--- src/pv_alarm_consts.svh ---
// Constants for the process-variable alarm monitor: offsets, fields, resets.
// Contract
// RULE1: Bit 14 of mode word enables rate alarm
// RULE2: Rate alarm uses no hysteresis
// RULE3: Alarm sets immediately beyond its threshold
// RULE4: Hysteresis accepted as binary 1 to 200
// RULE5: Programmer keeps hysteresis below deviation threshold
// RULE6: Alarm clears only hysteresis past threshold
// RULE7: Error unless low-low<low<high<high-high
// RULE8: Error unless yellow below red deviation
// RULE9: Overflow when output limited, PV off setpoint
// RULE10: Rate limit is counts per sample, word 21; code maps it to word 0x11 (17)
// RULE11: Bit 13 of mode word enables deviation alarms
// RULE12: Deviation thresholds symmetric around moving setpoint
// RULE13: Four absolute, two deviation bits in status
// RULE14: Rate alarm when sample change exceeds limit
// RULE15: Reset clears alarms, errors, previous sample
`ifndef PV_ALARM_CONSTS_SVH
`define PV_ALARM_CONSTS_SVH

// ----------------------------------------------------------------
// Register word indexes (byte address is four times the index)
// ----------------------------------------------------------------
`define IDX_MODE1 8'h00
`define IDX_SETPOINT 8'h02
`define IDX_PV 8'h03
`define IDX_STATUS 8'h06
`define IDX_YELLOW 8'h0F
`define IDX_RED 8'h10
`define IDX_RATE 8'h11
`define IDX_HIHI 8'h18
`define IDX_HI 8'h19
`define IDX_LO 8'h1A
`define IDX_LOLO 8'h1B
`define IDX_HYST 8'h1C
`define IDX_OUTPUT 8'h1D
`define IDX_OUT_MAX 8'h1E
`define IDX_OUT_MIN 8'h1F
`define IDX_IRQ_STAT 8'h20
`define IDX_IRQ_MASK 8'h21

// ----------------------------------------------------------------
// Mode word fields
// ----------------------------------------------------------------
`define MODE_LIMIT_EN 12
`define MODE_DEV_EN 13
`define MODE_RATE_EN 14

// ----------------------------------------------------------------
// Widths, limits and reset values
// ----------------------------------------------------------------
`define DATA_W 16
`define NUM_ALARM 9
`define NUM_LEVEL 6
`define LEVEL_ABOVE 6'h33
`define HYST_MIN 16'h0001
`define HYST_MAX 16'h00C8
`define RST_WORD 16'h0000
`define RST_HYST 16'h0001
`define RST_OUT_MAX 16'hFFFF

`endif

--- src/pv_alarm_pkg.sv ---
// Types shared by the process-variable alarm monitor modules.
package pv_alarm_pkg;
    // Alarm and error flags, in status word bit order (bit 0 = high_high)
    typedef struct packed {
        logic overflow;
        logic prog_err;
        logic rate;
        logic dev_red;
        logic dev_yellow;
        logic low_low;
        logic low;
        logic high;
        logic high_high;
    } alarm_bits_t;

    // Bus slave phases, Gray coded
    typedef enum logic [1:0] {
        BUS_IDLE = 2'b00,
        BUS_ACK = 2'b01,
        BUS_DONE = 2'b11
    } bus_state_t;
endpackage

--- src/level_alarm.sv ---
// One threshold alarm with hysteresis toward the safe zone.
`timescale 1ns/1ps
module level_alarm (
    input wire logic clk, // Clock
    input wire logic rst, // Synchronous reset
    input wire logic sample, // Loop sample strobe
    input wire logic enable, // Alarm enabled
    input wire logic above, // 1: alarm above threshold, 0: below
    input wire logic signed [17:0] value, // Monitored value
    input wire logic signed [17:0] thresh, // Threshold
    input wire logic signed [17:0] hyst, // Hysteresis amount
    output logic alarm_r // Alarm state
);
    // ----------------------------------------------------------------
    // Alarm state
    // ----------------------------------------------------------------
    // Sets at once past threshold, clears hyst back inside it
    always_ff @(posedge clk) begin
        if (rst) begin
            alarm_r <= 1'b0; // see RULE15
        end else if (!enable) begin
            alarm_r <= 1'b0;
        end else if (sample) begin
            if (above) begin
                if (value > thresh) begin
                    alarm_r <= 1'b1; // see RULE3
                end else if (value <= thresh - hyst) begin
                    alarm_r <= 1'b0; // see RULE6
                end
            end else begin
                if (value < thresh) begin
                    alarm_r <= 1'b1; // see RULE3
                end else if (value >= thresh + hyst) begin
                    alarm_r <= 1'b0; // see RULE6
                end
            end
        end
    end
endmodule

--- src/rate_alarm.sv ---
// Rate-of-change alarm: compares sample-to-sample change with a limit.
`timescale 1ns/1ps
`include "pv_alarm_consts.svh"
module rate_alarm (
    input wire logic clk, // Clock
    input wire logic rst, // Synchronous reset
    input wire logic sample, // Loop sample strobe
    input wire logic enable, // Rate alarm enabled
    input wire logic [15:0] pv, // Current process variable
    input wire logic [15:0] limit, // Counts per sample period
    output logic alarm_r // Alarm state
);
    logic [15:0] prev_r;
    logic prev_valid_r;
    logic [15:0] delta;

    // Magnitude of change since the previous sample
    always_comb begin
        delta = (pv >= prev_r) ? pv - prev_r : prev_r - pv;
    end

    // ----------------------------------------------------------------
    // Previous sample store
    // ----------------------------------------------------------------
    // First sample after reset has no reference, so it cannot alarm
    always_ff @(posedge clk) begin
        if (rst) begin
            prev_r <= `RST_WORD;
            prev_valid_r <= 1'b0; // see RULE15
        end else if (sample) begin
            prev_r <= pv;
            prev_valid_r <= 1'b1;
        end
    end

    // No hysteresis here: re-evaluated fresh every sample (see RULE2)
    always_ff @(posedge clk) begin
        if (rst) begin
            alarm_r <= 1'b0;
        end else if (!enable) begin
            alarm_r <= 1'b0; // see RULE1
        end else if (sample) begin
            alarm_r <= prev_valid_r && (delta > limit); // see RULE14
        end
    end
endmodule

--- src/pv_alarm_monitor.sv ---
// Process-variable alarm monitor with a classic Wishbone register slave.
`timescale 1ns/1ps
`include "pv_alarm_consts.svh"
module pv_alarm_monitor
    import pv_alarm_pkg::*;
(
    input wire logic clk, // 40 MHz clock
    input wire logic rst, // Synchronous reset, active high
    input wire logic cyc_i, // Wishbone cycle
    input wire logic stb_i, // Wishbone strobe
    input wire logic we_i, // Wishbone write enable
    input wire logic [7:0] adr_i, // Wishbone byte address
    input wire logic [3:0] sel_i, // Wishbone byte selects
    input wire logic [31:0] dat_i, // Wishbone write data
    output logic [31:0] dat_o, // Wishbone read data
    output logic ack_o, // Wishbone acknowledge
    output logic irq // Level interrupt
);
    // ----------------------------------------------------------------
    // Helper functions
    // ----------------------------------------------------------------
    // Word index of a byte address
    function automatic logic [7:0] word_idx(input logic [7:0] adr);
        word_idx = {2'b00, adr[7:2]};
    endfunction

    // Merge selected byte lanes of write data into a 16-bit register
    function automatic logic [15:0] merge16(input logic [15:0] old,
                                            input logic [31:0] wd,
                                            input logic [3:0] sel);
        merge16 = old;
        if (sel[0]) begin
            merge16[7:0] = wd[7:0];
        end
        if (sel[1]) begin
            merge16[15:8] = wd[15:8];
        end
    endfunction

    // ----------------------------------------------------------------
    // Declarations
    // ----------------------------------------------------------------
    bus_state_t bus_r;
    logic wr_go;
    logic [7:0] idx;
    logic [15:0] mode1_r;
    logic [15:0] setpoint_r;
    logic [15:0] pv_r;
    logic [15:0] yellow_r;
    logic [15:0] red_r;
    logic [15:0] rate_r;
    logic [15:0] hihi_r;
    logic [15:0] hi_r;
    logic [15:0] lo_r;
    logic [15:0] lolo_r;
    logic [15:0] hyst_r;
    logic [15:0] output_r;
    logic [15:0] out_max_r;
    logic [15:0] out_min_r;
    logic [15:0] hyst_nxt;
    logic [8:0] irq_stat_r;
    logic [8:0] irq_mask_r;
    logic sample_r;
    logic prog_err_r;
    logic overflow_r;
    logic rate_alarm_r;
    logic [`NUM_LEVEL-1:0] level_r;
    logic [`NUM_LEVEL-1:0] level_en;
    logic [`NUM_LEVEL-1:0] level_above;
    logic signed [17:0] lvl_val [`NUM_LEVEL];
    logic signed [17:0] lvl_thr [`NUM_LEVEL];
    logic signed [17:0] dev_mag;
    logic signed [17:0] hyst_s;
    alarm_bits_t alarms;
    logic [8:0] alarms_q;
    logic [8:0] alarm_rise;
    logic [31:0] rdata;

    // ----------------------------------------------------------------
    // Wishbone handshake
    // ----------------------------------------------------------------
    // Ack one cycle after the request, then a dead cycle; a request still
    // held into the idle cycle after it is answered again
    always_ff @(posedge clk) begin
        if (rst) begin
            bus_r <= BUS_IDLE;
        end else begin
            case (bus_r)
                BUS_IDLE: begin
                    if (cyc_i && stb_i) begin
                        bus_r <= BUS_ACK;
                    end
                end
                BUS_ACK: begin
                    bus_r <= BUS_DONE;
                end
                default: begin
                    bus_r <= BUS_IDLE;
                end
            endcase
        end
    end

    assign ack_o = (bus_r == BUS_ACK);
    assign idx = word_idx(adr_i);
    // Writes land on the edge at which the master sees ack
    assign wr_go = ack_o && cyc_i && stb_i && we_i;

    // Hysteresis held within its legal range, out-of-range writes clamp
    always_comb begin
        hyst_nxt = merge16(hyst_r, dat_i, sel_i);
        if (hyst_nxt < `HYST_MIN) begin
            hyst_nxt = `HYST_MIN; // see RULE4
        end else if (hyst_nxt > `HYST_MAX) begin
            hyst_nxt = `HYST_MAX; // see RULE4
        end
    end

    // ----------------------------------------------------------------
    // Loop parameter table writes
    // ----------------------------------------------------------------
    always_ff @(posedge clk) begin
        if (rst) begin
            mode1_r <= `RST_WORD;
            setpoint_r <= `RST_WORD;
            pv_r <= `RST_WORD;
            yellow_r <= `RST_WORD;
            red_r <= `RST_WORD;
            rate_r <= `RST_WORD;
            hihi_r <= `RST_WORD;
            hi_r <= `RST_WORD;
            lo_r <= `RST_WORD;
            lolo_r <= `RST_WORD;
            hyst_r <= `RST_HYST;
            output_r <= `RST_WORD;
            out_max_r <= `RST_OUT_MAX;
            out_min_r <= `RST_WORD;
            irq_mask_r <= 9'h000;
        end else if (wr_go) begin
            if (idx == `IDX_MODE1) begin
                mode1_r <= merge16(mode1_r, dat_i, sel_i);
            end else if (idx == `IDX_SETPOINT) begin
                setpoint_r <= merge16(setpoint_r, dat_i, sel_i);
            end else if (idx == `IDX_PV) begin
                pv_r <= merge16(pv_r, dat_i, sel_i);
            end else if (idx == `IDX_YELLOW) begin
                yellow_r <= merge16(yellow_r, dat_i, sel_i);
            end else if (idx == `IDX_RED) begin
                red_r <= merge16(red_r, dat_i, sel_i);
            end else if (idx == `IDX_RATE) begin
                rate_r <= merge16(rate_r, dat_i, sel_i); // see RULE10
            end else if (idx == `IDX_HIHI) begin
                hihi_r <= merge16(hihi_r, dat_i, sel_i);
            end else if (idx == `IDX_HI) begin
                hi_r <= merge16(hi_r, dat_i, sel_i);
            end else if (idx == `IDX_LO) begin
                lo_r <= merge16(lo_r, dat_i, sel_i);
            end else if (idx == `IDX_LOLO) begin
                lolo_r <= merge16(lolo_r, dat_i, sel_i);
            end else if (idx == `IDX_HYST) begin
                hyst_r <= hyst_nxt;
            end else if (idx == `IDX_OUTPUT) begin
                output_r <= merge16(output_r, dat_i, sel_i);
            end else if (idx == `IDX_OUT_MAX) begin
                out_max_r <= merge16(out_max_r, dat_i, sel_i);
            end else if (idx == `IDX_OUT_MIN) begin
                out_min_r <= merge16(out_min_r, dat_i, sel_i);
            end else if (idx == `IDX_IRQ_MASK) begin
                irq_mask_r <= {dat_i[8] & sel_i[1], dat_i[7:0] & {8{sel_i[0]}}};
            end
        end
    end

    // A process-variable write is the loop sample; evaluated next cycle
    always_ff @(posedge clk) begin
        if (rst) begin
            sample_r <= 1'b0;
        end else begin
            sample_r <= wr_go && (idx == `IDX_PV) && (sel_i[1:0] != 2'b00);
        end
    end

    // ----------------------------------------------------------------
    // Level alarms: four absolute, two deviation
    // ----------------------------------------------------------------
    // Deviation magnitude taken around the live setpoint (see RULE12)
    always_comb begin
        if (pv_r >= setpoint_r) begin
            dev_mag = $signed({2'b00, pv_r - setpoint_r});
        end else begin
            dev_mag = $signed({2'b00, setpoint_r - pv_r});
        end
    end

    assign hyst_s = $signed({2'b00, hyst_r});
    assign level_above = `LEVEL_ABOVE;
    assign lvl_thr[0] = $signed({2'b00, hihi_r});
    assign lvl_thr[1] = $signed({2'b00, hi_r});
    assign lvl_thr[2] = $signed({2'b00, lo_r});
    assign lvl_thr[3] = $signed({2'b00, lolo_r});
    assign lvl_thr[4] = $signed({2'b00, yellow_r});
    assign lvl_thr[5] = $signed({2'b00, red_r});

    genvar g;
    generate
        for (g = 0; g < `NUM_LEVEL; g = g + 1) begin : gen_level
            if (g < 4) begin : gen_abs
                assign lvl_val[g] = $signed({2'b00, pv_r});
                assign level_en[g] = mode1_r[`MODE_LIMIT_EN];
            end else begin : gen_dev
                assign lvl_val[g] = dev_mag;
                assign level_en[g] = mode1_r[`MODE_DEV_EN]; // see RULE11
            end
            level_alarm u_level (
                .clk(clk),
                .rst(rst),
                .sample(sample_r),
                .enable(level_en[g]),
                .above(level_above[g]),
                .value(lvl_val[g]),
                .thresh(lvl_thr[g]),
                .hyst(hyst_s),
                .alarm_r(level_r[g])
            );
        end
    endgenerate

    // ----------------------------------------------------------------
    // Rate-of-change alarm
    // ----------------------------------------------------------------
    rate_alarm u_rate (
        .clk(clk),
        .rst(rst),
        .sample(sample_r),
        .enable(mode1_r[`MODE_RATE_EN]), // see RULE1
        .pv(pv_r),
        .limit(rate_r), // see RULE10
        .alarm_r(rate_alarm_r)
    );

    // ----------------------------------------------------------------
    // Error checks
    // ----------------------------------------------------------------
    // Ordering checked every cycle, so a bad table shows at once
    always_ff @(posedge clk) begin
        if (rst) begin
            prog_err_r <= 1'b0; // see RULE15
        end else begin
            prog_err_r <= !((lolo_r < lo_r) && (lo_r < hi_r) && (hi_r < hihi_r)) // see RULE7
                          || !(yellow_r < red_r); // see RULE8
        end
    end

    // Output pinned at a limit while the loop has not reached setpoint
    always_ff @(posedge clk) begin
        if (rst) begin
            overflow_r <= 1'b0; // see RULE15
        end else if (sample_r) begin
            overflow_r <= ((output_r >= out_max_r) || (output_r <= out_min_r))
                          && (pv_r != setpoint_r); // see RULE9
        end
    end

    // ----------------------------------------------------------------
    // Status word and interrupts
    // ----------------------------------------------------------------
    // One bit per alarm in the status word (see RULE13)
    always_comb begin
        alarms.high_high = level_r[0];
        alarms.high = level_r[1];
        alarms.low = level_r[2];
        alarms.low_low = level_r[3];
        alarms.dev_yellow = level_r[4];
        alarms.dev_red = level_r[5];
        alarms.rate = rate_alarm_r;
        alarms.prog_err = prog_err_r;
        alarms.overflow = overflow_r;
    end

    always_ff @(posedge clk) begin
        if (rst) begin
            alarms_q <= 9'h000;
        end else begin
            alarms_q <= alarms;
        end
    end

    assign alarm_rise = alarms & ~alarms_q;

    // Write one to clear; a new rise in the same cycle wins the race
    always_ff @(posedge clk) begin
        if (rst) begin
            irq_stat_r <= 9'h000;
        end else if (wr_go && (idx == `IDX_IRQ_STAT)) begin
            irq_stat_r <= (irq_stat_r & ~{dat_i[8] & sel_i[1], dat_i[7:0] & {8{sel_i[0]}}})
                          | alarm_rise;
        end else begin
            irq_stat_r <= irq_stat_r | alarm_rise;
        end
    end

    assign irq = |(irq_stat_r & irq_mask_r);

    // ----------------------------------------------------------------
    // Read path
    // ----------------------------------------------------------------
    // Unmapped words read as zero and still acknowledge
    always_comb begin
        rdata = 32'h0000_0000;
        if (idx == `IDX_MODE1) begin
            rdata[15:0] = mode1_r;
        end else if (idx == `IDX_SETPOINT) begin
            rdata[15:0] = setpoint_r;
        end else if (idx == `IDX_PV) begin
            rdata[15:0] = pv_r;
        end else if (idx == `IDX_STATUS) begin
            rdata[8:0] = alarms;
        end else if (idx == `IDX_YELLOW) begin
            rdata[15:0] = yellow_r;
        end else if (idx == `IDX_RED) begin
            rdata[15:0] = red_r;
        end else if (idx == `IDX_RATE) begin
            rdata[15:0] = rate_r;
        end else if (idx == `IDX_HIHI) begin
            rdata[15:0] = hihi_r;
        end else if (idx == `IDX_HI) begin
            rdata[15:0] = hi_r;
        end else if (idx == `IDX_LO) begin
            rdata[15:0] = lo_r;
        end else if (idx == `IDX_LOLO) begin
            rdata[15:0] = lolo_r;
        end else if (idx == `IDX_HYST) begin
            rdata[15:0] = hyst_r;
        end else if (idx == `IDX_OUTPUT) begin
            rdata[15:0] = output_r;
        end else if (idx == `IDX_OUT_MAX) begin
            rdata[15:0] = out_max_r;
        end else if (idx == `IDX_OUT_MIN) begin
            rdata[15:0] = out_min_r;
        end else if (idx == `IDX_IRQ_STAT) begin
            rdata[8:0] = irq_stat_r;
        end else if (idx == `IDX_IRQ_MASK) begin
            rdata[8:0] = irq_mask_r;
        end
    end

    // Read data captured as the request arrives, valid with ack
    always_ff @(posedge clk) begin
        if (rst) begin
            dat_o <= 32'h0000_0000;
        end else if (bus_r == BUS_IDLE && cyc_i && stb_i) begin
            dat_o <= rdata;
        end
    end
endmodule

--- config.mk ---
export PLATFORM = sky130hd
export DESIGN_NAME = pv_alarm_monitor
export DESIGN_NICKNAME = d
export VERILOG_FILES = /design/src/pv_alarm_pkg.sv /design/src/level_alarm.sv /design/src/rate_alarm.sv /design/src/pv_alarm_monitor.sv
export VERILOG_INCLUDE_DIRS = /design/src
export SDC_FILE = /design/constraint.sdc
export NUM_CORES = 1
export LEC_CHECK = 0
export BUFFER_PORTS_ARGS = -buffer_cell sky130_fd_sc_hd__buf_2
export CAP_MARGIN = 20
export CORE_UTILIZATION = 30
export DETAILED_ROUTE_END_ITERATION = 6
export PLACE_DENSITY = 0.43
export SLEW_MARGIN = 10
export SYNTH_ARGS = -nofsm -noshare
export SYNTH_HDL_FRONTEND = slang
export SYNTH_SLANG_ARGS = --single-unit
--- constraint.sdc ---
create_clock -name clk -period 6.1 [get_ports clk]
set_clock_uncertainty 0.2 [all_clocks]
set_input_delay 0.305 -clock clk [delete_from_list [all_inputs] [get_ports clk]]
set_output_delay 0.305 -clock clk [all_outputs]
set_load 0.02 [all_outputs]
; ---- Yosys cells after proc, flatten, opt, wreduce, memory -nomap -nowiden
; Index checks and enable logic that the tools add are counted.
[word_totals]
ff_bits = 296
input_bits = 49
output_inout_bits = 34
word_cells = 226
[classes]
n_bitwise = 26
mux = 40
addsub = 10
order_cmp = 23
reduce_logical = 64
eq_ne = 19
[op_table]
columns = op, count
row1 = $mux 16, 17
row2 = $lt 16x16->1, 6
row3 = $gt 16x16->1, 5
row4 = $le 17x18->1, 4
row5 = $sub 16x16->17, 4
row6 = $sub 16x16->16, 4
row7 = $eq 6x5->1 const B, 10
row8 = $ge 16x16->1, 3
row9 = $reduce_and 16->1, 3
row10 = $mux 9, 5
row11 = $ge 17x18->1, 2
row12 = $reduce_and 12->1, 3
row13 = $add 16x16->17, 2
row14 = $reduce_and 15->1, 2
row15 = $reduce_and 14->1, 2
row16 = $and 9x9->9, 3
row17 = $reduce_and 11->1, 2
row18 = $reduce_and 10->1, 2
row19 = $not 9->9, 2
row20 = $or 9x9->9, 2
row21 = $reduce_and 9->1, 2
row22 = $not 1->1, 17
row23 = $gt 16x8->1 const B, 1
row24 = $le 16x16->1, 1
row25 = 30 further kinds, 78

; ---- Depth between registers and ports, before layout
[depth]
depth_word = 18
ltp_mapped = 25
mapped_depth_nobuf = 24

; ---- Hierarchy
; From an unflattened synthesis, not the netlist that was laid out.
[unflattened]
cells_unflattened = 4837
hier_area_um2 = 37349.6
[by_module_without_submodules]
columns = mod, cells_each, area_per_inst_um2, n_inst
row1 = pv_alarm_monitor, 1993, 16051.6, 1
row2 = level_alarm (gen_level[4].u_level ...), 433, 3258.1, 2
row3 = level_alarm (gen_level[2].u_level), 427, 3163.0, 1
row4 = level_alarm (gen_level[3].u_level), 425, 3108.0, 1
row5 = level_alarm (gen_level[0].u_level), 414, 3065.4, 1
row6 = level_alarm (gen_level[1].u_level), 368, 2795.2, 1
row7 = rate_alarm, 344, 2650.0, 1

; ---- Worst setup path after synthesis
; Ideal clock, no wire load.
[synth_timing]
kind = flip-flop to flip-flop
start = reg pv_r[0]
end = reg gen_level[5].u_level.alarm_r
t_arrival_ns = 4.928
slack_ns = 0.853
stages_incl_launch_ff = 24
setup_time_ns = 0.120
n_path_buf = 1
period_less_slack_ns = 5.247
path_cell_list = dfxtp_1 inv_1 ha_1 inv_1 fa_1 a21oi_4 o21ai_2 a221oi_2 o21ai_4 buf_4 mux2_1 or2_2 xnor2_1 ha_1 a21o_1 a21o_1 a21oi_1 o21ai_0 a21oi_1 nor2b_1 a2111o_1 o21bai_1 a31oi_1 a211o_1
[synth_via]
elab_chain_cells = 5
word_cells_on_any_way = 9
[synth_lines]
columns = element, line
row1 = from (decl), pv_alarm_monitor.sv:48  ; logic [15:0] pv_r;
row2 = from (signal assigned), pv_alarm_monitor.sv:126  ; pv_r <= `RST_WORD;
row3 = from (signal assigned), pv_alarm_monitor.sv:145  ; pv_r <= merge16(pv_r, dat_i, sel_i);
row4 = $sub 16x16->16 (tied with other cells), pv_alarm_monitor.sv:191  ; dev_mag = $signed({2'b00, setpoint_r - pv_r});
row5 = $mux 16 *, pv_alarm_monitor.sv:188  ; if (pv_r >= setpoint_r) begin
row6 = $le 17x18->1 or $gt 16x16->1 (tied branches), "level_alarm.sv:27, level_alarm.sv:25"
row7 = $reduce_bool 2->1 (no line), --
row8 = $reduce_and 2->1 (no line), --
row9 = to (signal assigned), level_alarm.sv:26  ; alarm_r <= 1'b1;
row10 = to (signal assigned), level_alarm.sv:28  ; alarm_r <= 1'b0;
row11 = to (signal assigned), level_alarm.sv:32  ; alarm_r <= 1'b1;
row12 = to (decl), level_alarm.sv:12  ; output logic alarm_r
; Mark *: on every way between the ends. The rest lies on a longest branch, timed or not.
; A chain may end at the register's enable or synchronous reset.

; ---- Final worst setup path
[layout_timing]
start = reg setpoint_r[1]
end = reg gen_level[4].u_level.alarm_r
[layout_via]
elab_chain_cells = 5
word_cells_on_any_way = 9
[layout_lines]
columns = element, line
row1 = from (decl), pv_alarm_monitor.sv:47  ; logic [15:0] setpoint_r;
row2 = from (signal assigned), pv_alarm_monitor.sv:125  ; setpoint_r <= `RST_WORD;
row3 = from (signal assigned), pv_alarm_monitor.sv:143  ; setpoint_r <= merge16(setpoint_r, dat_i, sel_i);
row4 = $sub 16x16->16 (tied with other cells), pv_alarm_monitor.sv:191
row5 = $mux 16 *, pv_alarm_monitor.sv:188
row6 = $le 17x18->1 or $gt 16x16->1 (tied branches), "level_alarm.sv:27, level_alarm.sv:25"
row7 = $reduce_bool 2->1 (no line), --
row8 = $reduce_and 2->1 (no line), --
row9 = to (signal assigned), level_alarm.sv:26
row10 = to (signal assigned), level_alarm.sv:28
row11 = to (signal assigned), level_alarm.sv:32
row12 = to (decl), level_alarm.sv:12
; Marks and branches as above.

==> metrics.csv <==
metric,value,unit
status,finished clean,
grt_usage,23.3,%
start_kind,register,
clockBufferDepth,3,
pwr_density_cell,163,nW/µm²
antenna_cells,0,
max_freq,176,MHz
end_kind,register,
vdd_ir_drop_max,0.000170,V
synth_edf_count,0,
seq_area_frac_synth,22.6,%
initial_utilization,30.3,%
yosys_warnings,0,
num_vias,23600,
wl_per_cell,23.8,µm
setup_viol,0,
postSynthAreaPerCell,8.28,µm²
grt-ovfl-total,0,
slew_viol_final,0,
crit_fanout,10,
finalSetupTns,0,ns
io_pins,83,
post-route-period-util,93.1,%
relSlewSlack,27.9,%
ys.flop_type,dfxtp_1,
yosys.cell_types.count,92,
drtIter0Drc,1478,
ys_ff_latch,296,
fin_area,29400,µm²
swShare,25.8,%
worst_ep_required_time,6.35,ns
maxCapViolCount,0,
via_per_inst,5.36,
drc,0,
power_frac_seq,40.7,%
ant_nets,0,
htree_levels,2,
core,86800,µm²
hold_start,dat_i[6],
min_period,5.68,ns
die_x,298,µm
path_clk_slew,0.07,ns
clk_latency,0.59,ns
place_congestion,0.880,
clock-root-buffer,clkbuf_16,
cts_buffers,40,
rsz0062_at_grt,no,
dieArea,88800,µm²
finalHoldViolations,0,
r2r_slack,0.42,ns
layout_common_cells,"452 x ha_1, 393 x nor2_1, 295 x dfxtp_1, 268 x inv_1, 233 x mux2i_1",
grt_pass1_wl,155000,µm
drt_pass1_iterations,5,
r2r-start,setpoint_r[1],
first_global_vias,23600,
switchingPower,1.24,mW
routed_wl,105000,µm
p_int,3.55,mW
whs_path_depth,3,
cp_data_arrival_time,5.93,ns
rows,108,
die_y,298,µm
worstPathCellList,"inv_1, fa_1, a21oi_4, o21ai_2, a221oi_2, o21ai_4, buf_4, a21boi_0, a31oi_1, o31a_1, nor3b_1, a2111oi_2, ha_1, nand4_1, nor4_1, o21bai_1, maj3_1, o21ai_0, a32oi_1, nand2_1",
syn-instance-count,3171,
port_buffers,46,
fin_nets,3731,
crit_start,setpoint_r[1],
post_dp_cell_area,28000,µm²
tightestPinTransition,1.08,ns
drive_gt1_share,7.17,%
path_class,reg -> reg,
syn_to_final_growth,11.9,%
r2r.worst_path.cells,20,
final_common_cell,ha_1,
p_leak,12.5,nW
holdPathEnd,output_r[6],
grt_max_degree,82,
combPwrFrac,5.6,%
cts_tree,built,
cts_sinks,296,
hpwl,82400,µm
clkPwrFrac,53.7,%
rr_endpoint,gen_level[4].u_level.alarm_r,
cts_setup_buffers,0,
syn_area,26300,µm²
critPathSlowestCell,a2111oi_2,
max_stage_delay,0.65,ns
async_flop_share,0,%
grt_antenna_before_repair,3,
hold_class,in -> reg,
[final cells by class]
cell class,count,area [µm²]
fill,9344,57400
timing repair buffer,115,768
tap,1155,1450
multi-input combinational,2499,18900
inverter,268,1010
sequential,296,5930
clock buffer,51,1110
clock inverter,20,272
[worst max path at each step]
| stage | to | cells past startpoint |
|---|---|---|
| detailed placement | gen_level[4].u_level.alarm_r | 21 |
| global placement | gen_level[5].u_level.alarm_r | 23 |
| finish | gen_level[4].u_level.alarm_r | 20 |
| floorplan | gen_level[5].u_level.alarm_r | 23 |
| CTS | gen_level[4].u_level.alarm_r | 21 |
| global route | gen_level[4].u_level.alarm_r | 19 |
[through the flow]
step	instances	util [%]	setup WS, ns	hold slack, ns	power, mW
5_1_grt	4404	33.9	0.0738	0.0552	4.94
3_3_place_gp	4327	32.2	0.303	0.248	2.26
3_5_place_dp	4329	32.2	0.293	0.254	2.26
6_report	4404	33.9	0.421	0.0441	4.79
4_1_cts	4404	33.9	0.278	0.00685	4.85
2_1_floorplan	3186	-	0.853	0.223	2.15
[routing by layer]
layer / track usage [%] / wire length (µm) / part of all wire, %
met3: 2.68 / 4130 / 3.9
met5: 0 / 25 / 0.024
met1: 31.0 / 48700 / 47
met4: 4.11 / 1540 / 1.5
met2: 40.5 / 50300 / 48
[worst max-delay path: cells and delay by family, from the launching register on]
| kind | cells | cell delay (ns) |
|---|---|---|
| flip-flops | 1 | 0.45 |
| AO/OA/AOI/OAI | 11 | 2.77 |
| adder cells (fa/ha/maj) | 3 | 0.96 |
| buffers and inverters | 2 | 0.35 |
| AND/OR/NAND/NOR | 4 | 0.86 |
[synthesized netlist by cell type (all sizes together), types with 6 or more instances]
master,count,area (µm²)
o211ai,21,158
o41ai,7,61.3
a2111oi,11,103
or3,9,56.3
a22oi,19,143
nor2b,55,344
a222oi,7,70.1
mux4,10,225
ha,452,5660
fa,10,200
nor3,58,360
or2,7,43.8
a211oi,27,203
and3,17,111
o221ai,14,123
o21a,33,248
clkbuf,84,315
nor2,395,1490
mux2,6,67.6
o21ai,160,816
mux2i,234,2350
a21oi,219,1110
o21bai,19,143
a21o,89,668
o31ai,7,52.6
nor4,21,150
nand2b,51,319
nand3,56,280
a31oi,18,113
xor2,49,429
inv,268,1010
or4,8,60.1
dfxtp,296,5930
o22ai,9,56.3
nand2,132,495
a311oi,11,96.3
a221oi,25,225
and2,8,50.1
xnor2,53,472
a21boi,10,78.8
nand4,66,428
a211o,23,201
buf,39,245
[flip-flops by register name, summed over array words and instances (netlist names), 2 cells and up]
signal and flops:
alarms_q 9, pv_r 16, mode1_r 16, u_rate.prev_r 16
hi_r 16, output_r 16, irq_stat_r 9, lolo_r 16
yellow_r 16, rate_r 16, hyst_r 16, hihi_r 16
gen_level.u_level.alarm_r 6, bus_r 2, out_max_r 16, setpoint_r 16
red_r 16, dat_o 16, lo_r 16, out_min_r 16
irq_mask_r 9
[repair_timing]
item	4_1_cts	5_1_grt
resized for setup	0	2
hold buffers	4	0
setup endpoints to repair	0	2
hold endpoints to repair	40	0
[power by group through the flow]
stage          sequential, mW  clock, mW  combinational [mW]
6_report                 1.95       2.57               0.268
5_1_grt                  1.95       2.71               0.285
4_1_cts                  1.95       2.63               0.268
3_5_place_dp             1.99          0               0.264
3_3_place_gp             1.99          0               0.265
2_1_floorplan            2.00          0               0.148
[logic make-up after synthesis]
logic type	after synthesis	synth area share (%)
buffers and inverters	391	5.96
and+or+nand+nor	894	16.3
DFF	296	22.6
muxes	250	10.0
adders and majority gates	465	22.4
xor gates and xnor gates	102	3.43
other	1	0.0143
AOI/OAI and AO/OA	772	19.3
Note: power is estimated with default switching activity, not from simulation.
